[src/logic/rmw_params.svh]
/*
 receive mode and frame-wait timeout block: offsets, fields, reset values.
 assumes inclusion by bare name from the design files.
*/
`ifndef RMW_PARAMS_SVH
`define RMW_PARAMS_SVH
// ----------------------------------------
// register byte addresses
// ----------------------------------------
`define RMW_ADDR_SYS_CFG 12'h004
`define RMW_ADDR_WAIT_PERIOD 12'h00C
`define RMW_ADDR_CTRL 12'h034
`define RMW_ADDR_STATUS 12'h03C
`define RMW_ADDR_MASK 12'h040
// ----------------------------------------
// field positions
// ----------------------------------------
`define RMW_BIT_LOW_RATE 22
`define RMW_BIT_WAIT_TO_EN 28
`define RMW_BIT_AUTO_REEN 29
`define RMW_BIT_RX_ENABLE 0
`define RMW_BIT_RX_DISABLE 1
`define RMW_BIT_FRAME_OK 0
`define RMW_BIT_WAIT_TO 1
`define RMW_BIT_RX_ERROR 2
`define RMW_RSVD_MASK 32'h0FB80000
`define RMW_SYS_CFG_RESET 32'h00000000
`define RMW_WAIT_PERIOD_RESET 16'h0000
`define RMW_EVENT_BITS 3
`endif

[src/logic/rmw_pkg.sv]
/*
 types of the receive mode and frame-wait timeout block.
 assumes no other package.
*/
package rmw_pkg;
   typedef enum logic [2:0] {
      RMW_IDLE = 3'b001,
      RMW_LISTEN = 3'b010,
      RMW_TIMED = 3'b100
   } rmw_state_type;
endpackage

[src/logic/rmw_downcount.sv]
/*
 frame-wait down-counter: loads on start, counts to zero, pulses expiry.
 assumes start, stop and period on the same clock as the counter.
*/
`timescale 1ns/1ps
module rmw_downcount #(
   parameter int WIDTH = 16
) (
   input wire logic clk, // core clock
   input wire logic rst_n, // synchronised reset, active low
   input wire logic start, // load and run
   input wire logic stop, // abandon the count
   input wire logic [WIDTH-1:0] period, // load value
   output logic running, // count in progress
   output logic expired // one-cycle expiry pulse
);
   logic [WIDTH-1:0] cnt_q;
   logic [WIDTH-1:0] cnt_d;
   logic run_q;
   logic run_d;
   logic exp_q;
   logic exp_d;

   // next count, stop wins over expiry
   always_comb begin
      cnt_d = cnt_q;
      run_d = run_q;
      exp_d = 1'b0;
      if (start) begin
         cnt_d = period;
         run_d = 1'b1;
      end else if (stop) begin
         run_d = 1'b0;
      end else if (run_q) begin
         if (cnt_q <= {{(WIDTH-1){1'b0}}, 1'b1}) begin
            run_d = 1'b0;
            exp_d = 1'b1;
            cnt_d = '0;
         end else begin
            cnt_d = cnt_q - {{(WIDTH-1){1'b0}}, 1'b1};
         end
      end
   end

   // register the count
   always_ff @(posedge clk or negedge rst_n) begin
      if (!rst_n) begin
         cnt_q <= '0;
         run_q <= 1'b0;
         exp_q <= 1'b0;
      end else begin
         cnt_q <= cnt_d;
         run_q <= run_d;
         exp_q <= exp_d;
      end
   end

   assign running = run_q;
   assign expired = exp_q;
endmodule

[src/logic/rmw_top.sv]
/*
 receive mode configuration and frame-wait timeout, APB register slave.
 assumes frame and error event pins are asynchronous to CORE_CLK.
*/
// Functional notes
// (RULE_01) host writes zero to reserved bits
// (RULE_02) low-rate bit selects long delimiter, 110k
// (RULE_03) clear bit: short delimiter, rate from header
// (RULE_04) timeout enable arms down-count per receive enable
// (RULE_05) expiry before valid frame turns receiver off
// (RULE_06) count period from timeout-period register
// (RULE_07) expiry sets wait-timeout event flag
// (RULE_08) without auto re-enable receiver idles after events
// (RULE_09) valid frame or disable stops count silently
`timescale 1ns/1ps
`include "rmw_params.svh"
module rmw_top #(
   parameter int PERIOD_WIDTH = 16
) (
   input wire logic CORE_CLK, // 200 MHz core clock
   input wire logic RESET_N, // async reset, active low
   input wire logic PSEL, // apb select
   input wire logic PENABLE, // apb access phase
   input wire logic PWRITE, // apb direction
   input wire logic [11:0] PADDR, // apb byte address
   input wire logic [31:0] PWDATA, // apb write data
   output logic [31:0] PRDATA, // apb read data
   output logic PREADY, // apb ready
   output logic PSLVERR, // apb error
   input wire logic FRAME_OK, // valid frame received, pin
   input wire logic RX_ERROR, // reception failure, pin
   output logic RX_ON, // receiver enabled
   output logic LONG_SFD, // search long delimiter
   output logic RATE_FROM_HEADER, // payload rate from header
   output logic IRQ // level interrupt
);
   logic [1:0] rst_sync_q;
   logic rst_n;
   logic [1:0] ok_sync_q, err_sync_q;
   logic ok_prev_q, err_prev_q;
   logic ok_evt, err_evt;
   logic [31:0] cfg_q, cfg_d;
   logic [PERIOD_WIDTH-1:0] per_q, per_d;
   logic [`RMW_EVENT_BITS-1:0] sts_q, sts_d, msk_q, msk_d;
   logic [31:0] rdata_q, rdata_d;
   logic ready_q, ready_d, err_q, err_d;
   logic irq_q, irq_d;
   logic long_q, rate_q, rx_on_q;
   rmw_pkg::rmw_state_type st_q, st_d;
   logic setup, wr, rd, hit;
   logic en_cmd, dis_cmd, cnt_start, cnt_stop, cnt_exp;
   logic [`RMW_EVENT_BITS-1:0] evt;

   // ----------------------------------------
   // reset release and pin synchronisers
   // ----------------------------------------
   always_ff @(posedge CORE_CLK or negedge RESET_N) begin
      if (!RESET_N) begin
         rst_sync_q <= 2'h0;
      end else begin
         rst_sync_q <= {rst_sync_q[0], 1'b1};
      end
   end
   assign rst_n = rst_sync_q[1];

   // two stages, then edge detect on the second
   always_ff @(posedge CORE_CLK or negedge rst_n) begin
      if (!rst_n) begin
         ok_sync_q <= 2'h0;
         err_sync_q <= 2'h0;
         ok_prev_q <= 1'b0;
         err_prev_q <= 1'b0;
      end else begin
         ok_sync_q <= {ok_sync_q[0], FRAME_OK};
         err_sync_q <= {err_sync_q[0], RX_ERROR};
         ok_prev_q <= ok_sync_q[1];
         err_prev_q <= err_sync_q[1];
      end
   end
   assign ok_evt = ok_sync_q[1] & ~ok_prev_q;
   assign err_evt = err_sync_q[1] & ~err_prev_q;

   // ----------------------------------------
   // apb decode
   // ----------------------------------------
   // no wait state: answer in the access phase's first cycle is registered
   assign setup = PSEL & ~PENABLE;
   assign wr = setup & PWRITE;
   assign rd = setup & ~PWRITE;
   assign hit = (PADDR == `RMW_ADDR_SYS_CFG) || (PADDR == `RMW_ADDR_WAIT_PERIOD) ||
                (PADDR == `RMW_ADDR_CTRL) || (PADDR == `RMW_ADDR_STATUS) ||
                (PADDR == `RMW_ADDR_MASK);
   assign en_cmd = wr && (PADDR == `RMW_ADDR_CTRL) && PWDATA[`RMW_BIT_RX_ENABLE];
   assign dis_cmd = wr && (PADDR == `RMW_ADDR_CTRL) && PWDATA[`RMW_BIT_RX_DISABLE];

   // register writes, read mux, events
   always_comb begin
      cfg_d = cfg_q;
      per_d = per_q;
      msk_d = msk_q;
      rdata_d = 32'h00000000;
      ready_d = setup;
      err_d = setup & ~hit;
      evt = '0;
      evt[`RMW_BIT_FRAME_OK] = ok_evt & (st_q != rmw_pkg::RMW_IDLE);
      evt[`RMW_BIT_WAIT_TO] = cnt_exp; // [RULE_07]
      evt[`RMW_BIT_RX_ERROR] = err_evt & (st_q != rmw_pkg::RMW_IDLE);
      sts_d = sts_q;
      if (wr && PADDR == `RMW_ADDR_SYS_CFG) begin
         cfg_d = PWDATA & ~`RMW_RSVD_MASK; // [RULE_01]
      end
      if (wr && PADDR == `RMW_ADDR_WAIT_PERIOD) begin
         per_d = PWDATA[PERIOD_WIDTH-1:0];
      end
      if (wr && PADDR == `RMW_ADDR_MASK) begin
         msk_d = PWDATA[`RMW_EVENT_BITS-1:0];
      end
      if (wr && PADDR == `RMW_ADDR_STATUS) begin
         sts_d = sts_d & ~PWDATA[`RMW_EVENT_BITS-1:0];
      end
      sts_d = sts_d | evt; // set wins over clear
      if (rd) begin
         case (PADDR)
            `RMW_ADDR_SYS_CFG: rdata_d = cfg_q;
            `RMW_ADDR_WAIT_PERIOD: rdata_d = {{(32-PERIOD_WIDTH){1'b0}}, per_q};
            `RMW_ADDR_CTRL: rdata_d = {31'h00000000, st_q != rmw_pkg::RMW_IDLE};
            `RMW_ADDR_STATUS: rdata_d = {{(32-`RMW_EVENT_BITS){1'b0}}, sts_q};
            `RMW_ADDR_MASK: rdata_d = {{(32-`RMW_EVENT_BITS){1'b0}}, msk_q};
            default: rdata_d = 32'h00000000;
         endcase
      end
      irq_d = |(sts_d & msk_d);
   end

   // register file flops
   always_ff @(posedge CORE_CLK or negedge rst_n) begin
      if (!rst_n) begin
         cfg_q <= `RMW_SYS_CFG_RESET;
         per_q <= `RMW_WAIT_PERIOD_RESET;
         sts_q <= '0;
         msk_q <= '0;
         rdata_q <= 32'h00000000;
         ready_q <= 1'b0;
         err_q <= 1'b0;
         irq_q <= 1'b0;
      end else begin
         cfg_q <= cfg_d;
         per_q <= per_d;
         sts_q <= sts_d;
         msk_q <= msk_d;
         rdata_q <= rdata_d;
         ready_q <= ready_d;
         err_q <= err_d;
         irq_q <= irq_d;
      end
   end

   // ----------------------------------------
   // receiver state
   // ----------------------------------------
   // enable, events, auto re-enable
   always_comb begin
      st_d = st_q;
      cnt_start = 1'b0;
      cnt_stop = 1'b0;
      case (st_q)
         rmw_pkg::RMW_IDLE: begin
            if (en_cmd && !dis_cmd) begin
               if (cfg_q[`RMW_BIT_WAIT_TO_EN]) begin
                  st_d = rmw_pkg::RMW_TIMED;
                  cnt_start = 1'b1; // [RULE_04] [RULE_06]
               end else begin
                  st_d = rmw_pkg::RMW_LISTEN;
               end
            end
         end
         rmw_pkg::RMW_LISTEN, rmw_pkg::RMW_TIMED: begin
            if (dis_cmd) begin
               st_d = rmw_pkg::RMW_IDLE;
               cnt_stop = 1'b1; // [RULE_09]
            end else if (cnt_exp) begin
               st_d = rmw_pkg::RMW_IDLE; // [RULE_05]
            end else if (ok_evt || err_evt) begin
               cnt_stop = 1'b1; // [RULE_09]
               if (!cfg_q[`RMW_BIT_AUTO_REEN] || ok_evt) begin
                  st_d = rmw_pkg::RMW_IDLE; // [RULE_08]
               end else begin
                  st_d = rmw_pkg::RMW_LISTEN;
               end
            end else if (en_cmd && cfg_q[`RMW_BIT_WAIT_TO_EN]) begin
               st_d = rmw_pkg::RMW_TIMED;
               cnt_start = 1'b1; // [RULE_04]
            end
         end
         default: st_d = rmw_pkg::RMW_IDLE;
      endcase
   end

   // state and mode output flops
   always_ff @(posedge CORE_CLK or negedge rst_n) begin
      if (!rst_n) begin
         st_q <= rmw_pkg::RMW_IDLE;
         rx_on_q <= 1'b0;
         long_q <= 1'b0;
         rate_q <= 1'b1;
      end else begin
         st_q <= st_d;
         rx_on_q <= st_d != rmw_pkg::RMW_IDLE; // pin copy of the state, straight from a flop
         long_q <= cfg_d[`RMW_BIT_LOW_RATE]; // [RULE_02]
         rate_q <= ~cfg_d[`RMW_BIT_LOW_RATE]; // [RULE_03]
      end
   end

   // frame-wait down-count
   rmw_downcount #(
      .WIDTH(PERIOD_WIDTH)
   ) u_downcount (
      .clk(CORE_CLK),
      .rst_n(rst_n),
      .start(cnt_start),
      .stop(cnt_stop),
      .period(per_q),
      .running(),
      .expired(cnt_exp)
   );

   assign PRDATA = rdata_q;
   assign PREADY = ready_q;
   assign PSLVERR = err_q;
   assign RX_ON = rx_on_q;
   assign LONG_SFD = long_q;
   assign RATE_FROM_HEADER = rate_q;
   assign IRQ = irq_q;
endmodule

[config.mk]
export PLATFORM = sky130hd
export DESIGN_NAME = rmw_top
export DESIGN_NICKNAME = d
export VERILOG_FILES = /design/src/logic/rmw_pkg.sv /design/src/logic/rmw_downcount.sv /design/src/logic/rmw_top.sv
export VERILOG_INCLUDE_DIRS = /design/src /design/src/logic
export SDC_FILE = /design/constraint.sdc
export NUM_CORES = 1
export LEC_CHECK = 0
export BUFFER_PORTS_ARGS = -buffer_cell sky130_fd_sc_hd__buf_2
export CAP_MARGIN = 20
export CORE_MARGIN = 2
export CORE_UTILIZATION = 50
export DETAILED_ROUTE_END_ITERATION = 12
export HOLD_SLACK_MARGIN = 0.06
export PLACE_DENSITY = 0.8
export SLEW_MARGIN = 20
export SYNTH_ARGS = -nofsm -noshare
export SYNTH_HDL_FRONTEND = slang
export SYNTH_SLANG_ARGS = --single-unit
export TNS_END_PERCENT = 5
[constraint.sdc]
create_clock -name CORE_CLK -period 3.2 [get_ports CORE_CLK]
set_clock_uncertainty 0.05 [all_clocks]
set_input_delay 0.16 -clock CORE_CLK [delete_from_list [all_inputs] [get_ports CORE_CLK]]
set_output_delay 0.16 -clock CORE_CLK [all_outputs]
set_load 0.01 [all_outputs]
==> impl_summary.log, run 1 <==
INFO  metric min_period = 2.85 ns
INFO  metric n_antenna_cell = 0
INFO  metric power_report.internal_total = 1.75 mW
INFO  metric row_count = 35
INFO  metric setup_repair_after_global_routing_missed_its_margin = false
INFO  metric worst-path-max-fanout = 16
INFO  metric grt_max_degree = 61
INFO  metric cts.clk_slew.worst_paths = 0.11 ns
INFO  metric setup_tns = 0 ns
INFO  metric critPathMaxStageDelay = roughly 0.63 ns
INFO  metric worst_r2r_path_depth = 6
INFO  metric timing.final.setup_violations = 0
INFO  metric die-area = 10000 µm²
INFO  metric cp_cell_sequence = dlygate4sd3_1 -> buf_2 -> nand2b_1 -> dlygate4sd3_1 -> inv_1 -> and2_0 -> nand4_2 -> mux2_2
INFO  metric min_path_type = input pin to register
INFO  metric post-layout-total-power = 2.27 mW
INFO  metric dr_total_vias = about 3400
INFO  metric cts_tree = done
INFO  metric detail-route-antenna-nets = 0
INFO  metric routabilityCongestion = approximately 0.88
INFO  metric yosys_warnings = 0
INFO  metric starting_density = 50.7%
INFO  metric hpwl_after_detailed_placement = 6.51 mm
INFO  metric final.period_utilization = roughly nine tenths
INFO  metric ctsHtreeMaxLevel = 3
INFO  metric async_reset_ff_share = 100%
INFO  metric max_freq = 351 MHz
INFO  metric synth_ff_type = sky130_fd_sc_hd__dfrtp_1
INFO  metric setup.worst_path.start_class = input pin
INFO  metric floorplan.io_pins = 89
INFO  metric clk-insertion-delay-late = 0.37 ns
INFO  metric yosys_register_bits = ~100
INFO  metric netlist_instances = 384
INFO  metric placement.io_buffers = 72
INFO  metric drt-initial-drc-count = 321
INFO  metric fp.dieW = 100 µm
INFO  metric finalInstanceArea = between 5000 and 6000 µm²
INFO  metric critical-path-slowest-cell = sky130_fd_sc_hd__nand4_2
INFO  metric cell_variety_after_synth = 70
INFO  metric power_frac_comb = under 10%
INFO  metric cts_resized = 0
INFO  metric drt-wirelength-per-cell = about 16 µm
INFO  metric slew_violations = 0
INFO  metric remaining_drc_errors = 0
INFO  metric clkSinkCount = 104
INFO  metric reg2reg_setup_slack = 0.68 ns
INFO  metric max_slew.worst_pin.slew = 0.834 ns
INFO  metric cts_inserted_buffers = 9
INFO  metric drive_above_1_share = between 30% and 40%
INFO  metric viasPerCell = 5.72
INFO  metric core_area = 9110 µm²
INFO  metric crit_path_category = input pin to register
INFO  metric maximum_root_to_sink_buffer_count = 2
INFO  metric drtPass1Iterations = 7
INFO  metric worst_hold_margin = 0.129 ns
INFO  metric die-height = 100 µm
INFO  metric worstHoldPathCells = 4
INFO  metric antenna_violations_before_repair = 0
INFO  metric leakagePower = approximately 2.8 nW
INFO  metric total_switching_power = 524 µW
INFO  metric status = finished clean
INFO  metric synth.avg_cell_area = 12.0 µm²
INFO  metric areaGrowthSynthToFinish = 19.0%
INFO  metric layout.filler_cells = 694
INFO  metric synth.yosys.seq_area_share = between 50% and 60%
INFO  metric post_synth_design_cell_area = about 4600 µm²
INFO  metric sequentialPowerShare = 58.9%
INFO  metric gr-usage-all-layers = between 10% and 20%
INFO  metric first_pass_grt_wire_length = 16.0 mm
INFO  metric critPathCaptureType = register
INFO  metric crit_path_frequent_cell = sky130_fd_sc_hd__dlygate4sd3_1
INFO  metric drv_cap = 0
INFO  metric number_of_global_route_vias_before_repair = 3369
INFO  metric clock_power_share = 36.7%
INFO  metric number_of_flops_mapped_to_enable_cells_by_yosys = 0
INFO  metric postLayoutCoreUtil = 60.4%
INFO  metric required = approximately 3.4 ns
INFO  metric drt-total-wl = 9.74 mm
INFO  metric post_place_cell_area = ~5000 µm²
INFO  metric worst_ir_drop_vdd = 186 µV
INFO  metric cts_root_buf = sky130_fd_sc_hd__clkbuf_8
INFO  metric power_density = 413 nW/µm²
INFO  metric p_sw_share = between 20 and 25%
INFO  metric arrival = slightly above 3 ns
INFO  metric global_route.overflow_total = 0
INFO  metric hold_violations = 0
INFO  metric slew_headroom = 43.9%
INFO  metric fin_nets = 535
power groups by stage:
stage	Combinational (mW)	Clock, mW	Sequential (mW)
2_1_floorplan	0.0301	0	1.37
3_3_place_gp	0.0702	0	1.36
3_5_place_dp	0.0725	0	1.36
4_1_cts	0.101	0.841	1.34
5_1_grt	0.112	0.891	1.34
6_report	0.102	0.832	1.34
cell usage after synthesis (all sizes together) (2+ instances only):
cell,n,area [µm²]
dfrtp,102,2550
mux2,42,473
nor2,38,145
buf,19,156
nand2,19,83.8
a22oi,17,128
and3,12,75.1
a21oi,11,55.1
inv,10,37.5
o21ai,9,52.6
clkbuf,7,26.3
nor3,7,35.0
o21a,7,52.6
nand4,6,43.8
nand3,5,25.0
nor4,5,52.6
o311ai,5,43.8
or2,4,25.0
or3,4,25.0
or4,4,35.0
a222oi,3,30.0
a31oi,3,18.8
and2,3,18.8
nand2b,3,18.8
conb,2,7.51
dfstp,2,52.6
ha,2,25.0
o21bai,2,26.3
o22ai,2,12.5
o31a,2,18.8
o31ai,2,15.0
o41ai,2,17.5
or3b,2,17.5
or4b,2,23.8
or4bb,2,22.5
stage by stage:
stage          setup WS [ns]  cells
3_5_place_dp           0.746    552
5_1_grt                0.165    598
4_1_cts                0.361    598
2_1_floorplan         0.0419    391
3_3_place_gp           0.811    552
6_report               0.349    598
cell usage in the layout, fill, tap and decap left out, types with 3 or more instances in the layout:
master,n
sky130_fd_sc_hd__nand3_1,5
sky130_fd_sc_hd__mux2_2,39
sky130_fd_sc_hd__and3_1,12
sky130_fd_sc_hd__dlygate4sd3_1,30
sky130_fd_sc_hd__a21oi_1,11
sky130_fd_sc_hd__nand2b_1,3
sky130_fd_sc_hd__nand4_1,5
sky130_fd_sc_hd__o21a_1,7
sky130_fd_sc_hd__or3_1,4
sky130_fd_sc_hd__mux2_1,3
sky130_fd_sc_hd__dfrtp_1,101
sky130_fd_sc_hd__nand2_1,16
sky130_fd_sc_hd__a31oi_1,3
sky130_fd_sc_hd__nor3_1,7
sky130_fd_sc_hd__a22oi_1,17
sky130_fd_sc_hd__o21ai_0,6
sky130_fd_sc_hd__nor2_1,37
sky130_fd_sc_hd__a222oi_1,3
sky130_fd_sc_hd__inv_1,10
sky130_fd_sc_hd__buf_4,4
sky130_fd_sc_hd__clkbuf_8,9
sky130_fd_sc_hd__conb_1,9
sky130_fd_sc_hd__o311ai_1,5
sky130_fd_sc_hd__or2_2,4
sky130_fd_sc_hd__nor4_1,3
sky130_fd_sc_hd__buf_2,72
cells by family (layout without fill, tap and decap cells):
group,after synthesis,in the layout,synth area share [%]
simple gates,120,120,15.1
flops,104,104,56.4
compound gates,76,76,12.5
mux,43,43,10.4
buf+inv,36,132,4.76
fa+ha+maj,2,2,0.541
other cells,2,9,0.162
xor+xnor,1,1,0.190
layer usage:
| metal | wire length [µm] | vias up | GRT usage (%) |
|---|---|---|---|
| met5 | 0 | - | 0 |
| met4 | 211 | 0 | 7.17 |
| met3 | 465 | 28 | 3.55 |
| met2 | 4850 | 118 | 33.1 |
| met1 | 4220 | 1696 | 26.4 |
| li1 | - | 1578 | - |
critical path, delay by kind of cell:
family / cells / cell delay, ns
buf+inv: 4 / 1.29
simple gates: 3 / 1.12
mux: 1 / 0.48
layout make-up:
type | instances | area [µm²] | share of cell area (%)
flip-flops and latches | 104 | 2610 | 47.4
multi-input cells | 251 | 1820 | 33.1
repair buffers | 106 | 691 | 12.6
well taps | 111 | 139 | 2.52
clock buffers | 10 | 128 | 2.32
clock inverters | 6 | 75.1 | 1.36
inverters | 10 | 37.5 | 0.682
sequential cells by signal, indices dropped and copies added, names as in the netlist:
name	cells
IRQ	1
LONG_SFD	1
PRDATA	24
PREADY	1
PSLVERR	1
RATE_FROM_HEADER	1
RX_ON	1
cfg_q	23
err_prev_q	1
err_sync_q	2
msk_q	3
ok_prev_q	1
ok_sync_q	2
per_q	16
rst_sync_q	2
st_q	3
sts_q	3
u_downcount.cnt_q	16
u_downcount.expired	1
u_downcount.running	1
path summary, 6_finish.rpt:
kind,start,end
worst max-delay path,PSEL,per_q[11]
max in group asynchronous,rst_sync_q[1],u_downcount.cnt_q[8]
min in group asynchronous,rst_sync_q[1],per_q[0]
worst min-delay path,PADDR[4],PSLVERR
worst max register to register,u_downcount.cnt_q[7],u_downcount.cnt_q[3]
worst min register to register,rst_sync_q[0],rst_sync_q[1]
repair_timing:
action,4_1_cts,5_1_grt
setup buffers,0,0
hold buffers,30,0
endpoints found under the hold margin,46,0
No activity file was read; power rests on OpenSTA's default activity.
==> run 2: changes to the inputs <==
--- a/config.mk
+++ b/config.mk
@@ -11,8 +11,10 @@
 export CORE_MARGIN = 2
 export CORE_UTILIZATION = 50
 export DETAILED_ROUTE_END_ITERATION = 12
-export HOLD_SLACK_MARGIN = 0.06
+export HOLD_SLACK_MARGIN = 0.05
+export MAX_ROUTING_LAYER = met4
 export PLACE_DENSITY = 0.8
+export SKIP_LAST_GASP = 1
 export SLEW_MARGIN = 20
 export SYNTH_ARGS = -nofsm -noshare
 export SYNTH_HDL_FRONTEND = slang
==> run 2 against run 1 <==
Via count rose by 1.4%. Utilization fell by 0.19 points. Cell area fell by 0.32%. Wire length rose by 2.6%. Highest routed layer unchanged. Critical endpoint is now per_q[5]. Critical path type unchanged. Sequential power barely moved. Non-clock buffer count fell by 1. Sequential share of layout area rose by 0.15 points.
==> impl_summary.log, run 2 (synthesis results as in run 1) <==
INFO  metric min_path_type = input pin to register (unchanged)
INFO  metric drt-initial-drc-count = 266 (was 321)
INFO  metric hpwl_after_detailed_placement = 6.56 mm (was 6.51 mm)
INFO  metric fin_nets = 534 (was 535)
INFO  metric clkSinkCount = 104 (unchanged)
INFO  metric worst_ir_drop_vdd = 208 µV (was 186 µV)
INFO  metric ctsHtreeMaxLevel = 3 (unchanged)
INFO  metric status = finished clean (unchanged)
INFO  metric largest_reg_flops = 24 (unchanged)
INFO  metric detail-route-antenna-nets = 0 (unchanged)
INFO  metric min_to = per_q[1] (was PSLVERR)
INFO  metric critical_path_s_top_delay_family = buffers and inverters (unchanged)
INFO  metric gr-usage-all-layers = 21.4% (was 20.0%)
INFO  metric post_place_cell_area = 5010 µm² (was 5000 µm²)
INFO  metric core_area = 9110 µm² (unchanged)
INFO  metric worst-path-max-fanout = 16 (unchanged)
INFO  metric setup_repair_after_global_routing_missed_its_margin = false (unchanged)
INFO  metric setup_tns = 0 ns (unchanged)
INFO  metric setup.worst_path.start_class = input pin (unchanged)
INFO  metric worst_hold_margin = 0.0717 ns (was 0.129 ns)
INFO  metric viasPerCell = 5.81 (was 5.72)
INFO  metric finalInstanceArea = 5480 µm² (was 5500 µm²)
INFO  metric dp_cells = 553 (was 552)
INFO  metric number_of_global_route_vias_before_repair = 3508 (was 3369)
INFO  metric highest_count_cells_in_the_layout_ignoring_fill_and_taps = sky130_fd_sc_hd__dfrtp_1 (101), sky130_fd_sc_hd__buf_2 (72), sky130_fd_sc_hd__mux2_2 (39) (unchanged)
INFO  metric n_antenna_cell = 0 (unchanged)
INFO  metric max_freq = 346 MHz (was 351 MHz)
INFO  metric floorplan.io_pins = 89 (unchanged)
INFO  metric dpl_worst_slack = 0.639 ns (was 0.746 ns)
INFO  metric reg2reg_setup_slack = 0.62 ns (was 0.68 ns)
INFO  metric critPathMaxStageDelay = 0.62 ns (was 0.63 ns)
INFO  metric slew_violations = 0 (unchanged)
INFO  metric slew_headroom = 41.2% (was 43.9%)
INFO  metric cts.clk_slew.worst_paths = 0.11 ns (about the same)
INFO  metric post-layout-total-power = 2.25 mW (was 2.27 mW)
INFO  metric drt-total-wl = 10.0 mm (was 9.74 mm)
INFO  metric cts_root_buf = sky130_fd_sc_hd__clkbuf_8 (unchanged)
INFO  metric worst_r2r_path_depth = 6 (unchanged)
INFO  metric postLayoutCoreUtil = 60.2% (was 60.4%)
INFO  metric drtPass1Iterations = 6 (was 7)
INFO  metric die-height = 100 µm (unchanged)
INFO  metric global_route.overflow_total = 0 (unchanged)
INFO  metric arrival = 3.08 ns (was 3.05 ns)
INFO  metric r2r_start = u_downcount.cnt_q[8] (was u_downcount.cnt_q[7])
INFO  metric layout.filler_cells = 695 (was 694)
INFO  metric drive_above_1_share = 32.9% (was 32.4%)
INFO  metric drv_cap = 0 (unchanged)
INFO  metric placement.io_buffers = 72 (unchanged)
INFO  metric maximum_root_to_sink_buffer_count = 2 (unchanged)
INFO  metric mostFrequentLayoutCell = sky130_fd_sc_hd__dfrtp_1 (unchanged)
INFO  metric die-area = 10000 µm² (unchanged)
INFO  metric critical-path-slowest-cell = sky130_fd_sc_hd__nand4_2 (unchanged)
INFO  metric starting_density = 50.7% (unchanged)
INFO  metric cts_tree = done (unchanged)
INFO  metric final_cells = 597 (was 598)
INFO  metric max_slew.worst_pin.slew = 0.873 ns (was 0.834 ns)
INFO  metric drt-wirelength-per-cell = 16.7 µm (was 16.3 µm)
INFO  metric first_pass_grt_wire_length = 16.6 mm (was 16.0 mm)
INFO  metric min_period = 2.89 ns (was 2.85 ns)
INFO  metric setup_ws = 0.310 ns (was 0.349 ns)
INFO  metric hold_violations = 0 (unchanged)
INFO  metric areaGrowthSynthToFinish = 18.7% (was 19.0%)
INFO  metric dr_total_vias = 3469 (was 3420)
INFO  metric hold_start = PWDATA[1] (was PADDR[4])
INFO  metric power_density = 410 nW/µm² (was 413 nW/µm²)
INFO  metric critPathCaptureType = register (unchanged)
INFO  metric fp.dieW = 100 µm (unchanged)
INFO  metric grt_max_degree = 64 (was 61)
INFO  metric crit_path_frequent_cell = sky130_fd_sc_hd__dlygate4sd3_1 (unchanged)
INFO  metric required = 3.39 ns (was 3.40 ns)
INFO  metric critical_path.reg2reg.endpoint = u_downcount.cnt_q[3] (unchanged)
INFO  metric cp_cell_sequence = dlygate4sd3_1 -> buf_2 -> nand2b_1 -> dlygate4sd3_1 -> inv_1 -> and2_0 -> nand4_2 -> mux2_2 (unchanged)
INFO  metric antenna_violations_before_repair = 0 (unchanged)
INFO  metric timing.final.setup_violations = 0 (unchanged)
INFO  metric crit_path_category = input pin to register (unchanged)
INFO  metric remaining_drc_errors = 0 (unchanged)
INFO  metric row_count = 35 (unchanged)
INFO  metric final.period_utilization = 90.3% (was 89.1%)
INFO  metric leakagePower = 2.79 nW (was 2.80 nW)
INFO  metric cts_inserted_buffers = 9 (unchanged)
INFO  metric cp_num_buf_inv = 4 (unchanged)
INFO  metric worstHoldPathCells = 2 (was 4)
INFO  metric clk-insertion-delay-late = 0.37 ns (about the same)
INFO  metric routabilityCongestion = 0.877 (unchanged)
==> run 2: cell types whose count changed in the layout (fill, tap and decap cells not counted) <==
cell                            delta
sky130_fd_sc_hd__bufinv_16         -1
sky130_fd_sc_hd__clkinv_4          -1
sky130_fd_sc_hd__clkbuf_1          -1
sky130_fd_sc_hd__clkbuf_8          +1
sky130_fd_sc_hd__dlygate4sd3_1     -2
sky130_fd_sc_hd__clkinvlp_4        -1
sky130_fd_sc_hd__buf_4             +1
sky130_fd_sc_hd__inv_8             -1
sky130_fd_sc_hd__inv_6             +3
sky130_fd_sc_hd__clkinv_8          +1
==> run 2: area by class of cell <==
class,count,area (µm²),area share (%)
sequential,104,2610,47.6
timing repair buffer,105,678,12.4
inverter,10,37.5,0.684
multi-input combinational,251,1820,33.2
clock buffer,10,138,2.51
clock inverter,6,60.1,1.10
tap,111,139,2.53
==> run 2: what timing repair did <==
item	4_1_cts	5_1_grt
resized for setup	0	0
hold buffers	28	0
endpoints found under the hold margin	44	0
setup buffers	0	0
==> run 2: worst max-delay path by stage <==
stage,end,slack [ns],startpoint,depth (start not counted)
after global routing,per_q[5],0.22,PSEL,8
final,per_q[5],0.31,PSEL,8
after global placement,u_downcount.cnt_q[14],0.68,PADDR[1],8
after detailed placement,u_downcount.cnt_q[13],0.64,PADDR[11],8
after CTS,per_q[5],0.39,PSEL,8
after floorplan,IRQ,0.04,rst_sync_q[1],0
==> run 2: power breakdown <==
part | internal [mW] | total, mW | switching, mW
Combinational | 0.0516 | 0.100 | 0.0484
Sequential | 1.32 | 1.34 | 0.0167
Clock | 0.324 | 0.810 | 0.486
Total | 1.70 | 2.25 | 0.551
==> run 2: layer usage <==
metal	global-route usage (%)	vias up	wire, µm
li1	-	1574	-
met1	27.1	1710	4210
met2	35.3	160	5080
met3	3.20	25	527
met4	7.48	0	186
met5	-	-	0
==> run 2: worst reg2reg max path, stage by stage (launching register included) <==
cell and delay (ns):
sky130_fd_sc_hd__dfrtp_1 0.41, sky130_fd_sc_hd__or3_1 0.52, sky130_fd_sc_hd__nor4_2 0.69, sky130_fd_sc_hd__nand2_2 0.26, sky130_fd_sc_hd__nand2_2 0.25, sky130_fd_sc_hd__o21ai_0 0.12
sky130_fd_sc_hd__o22a_1 0.19
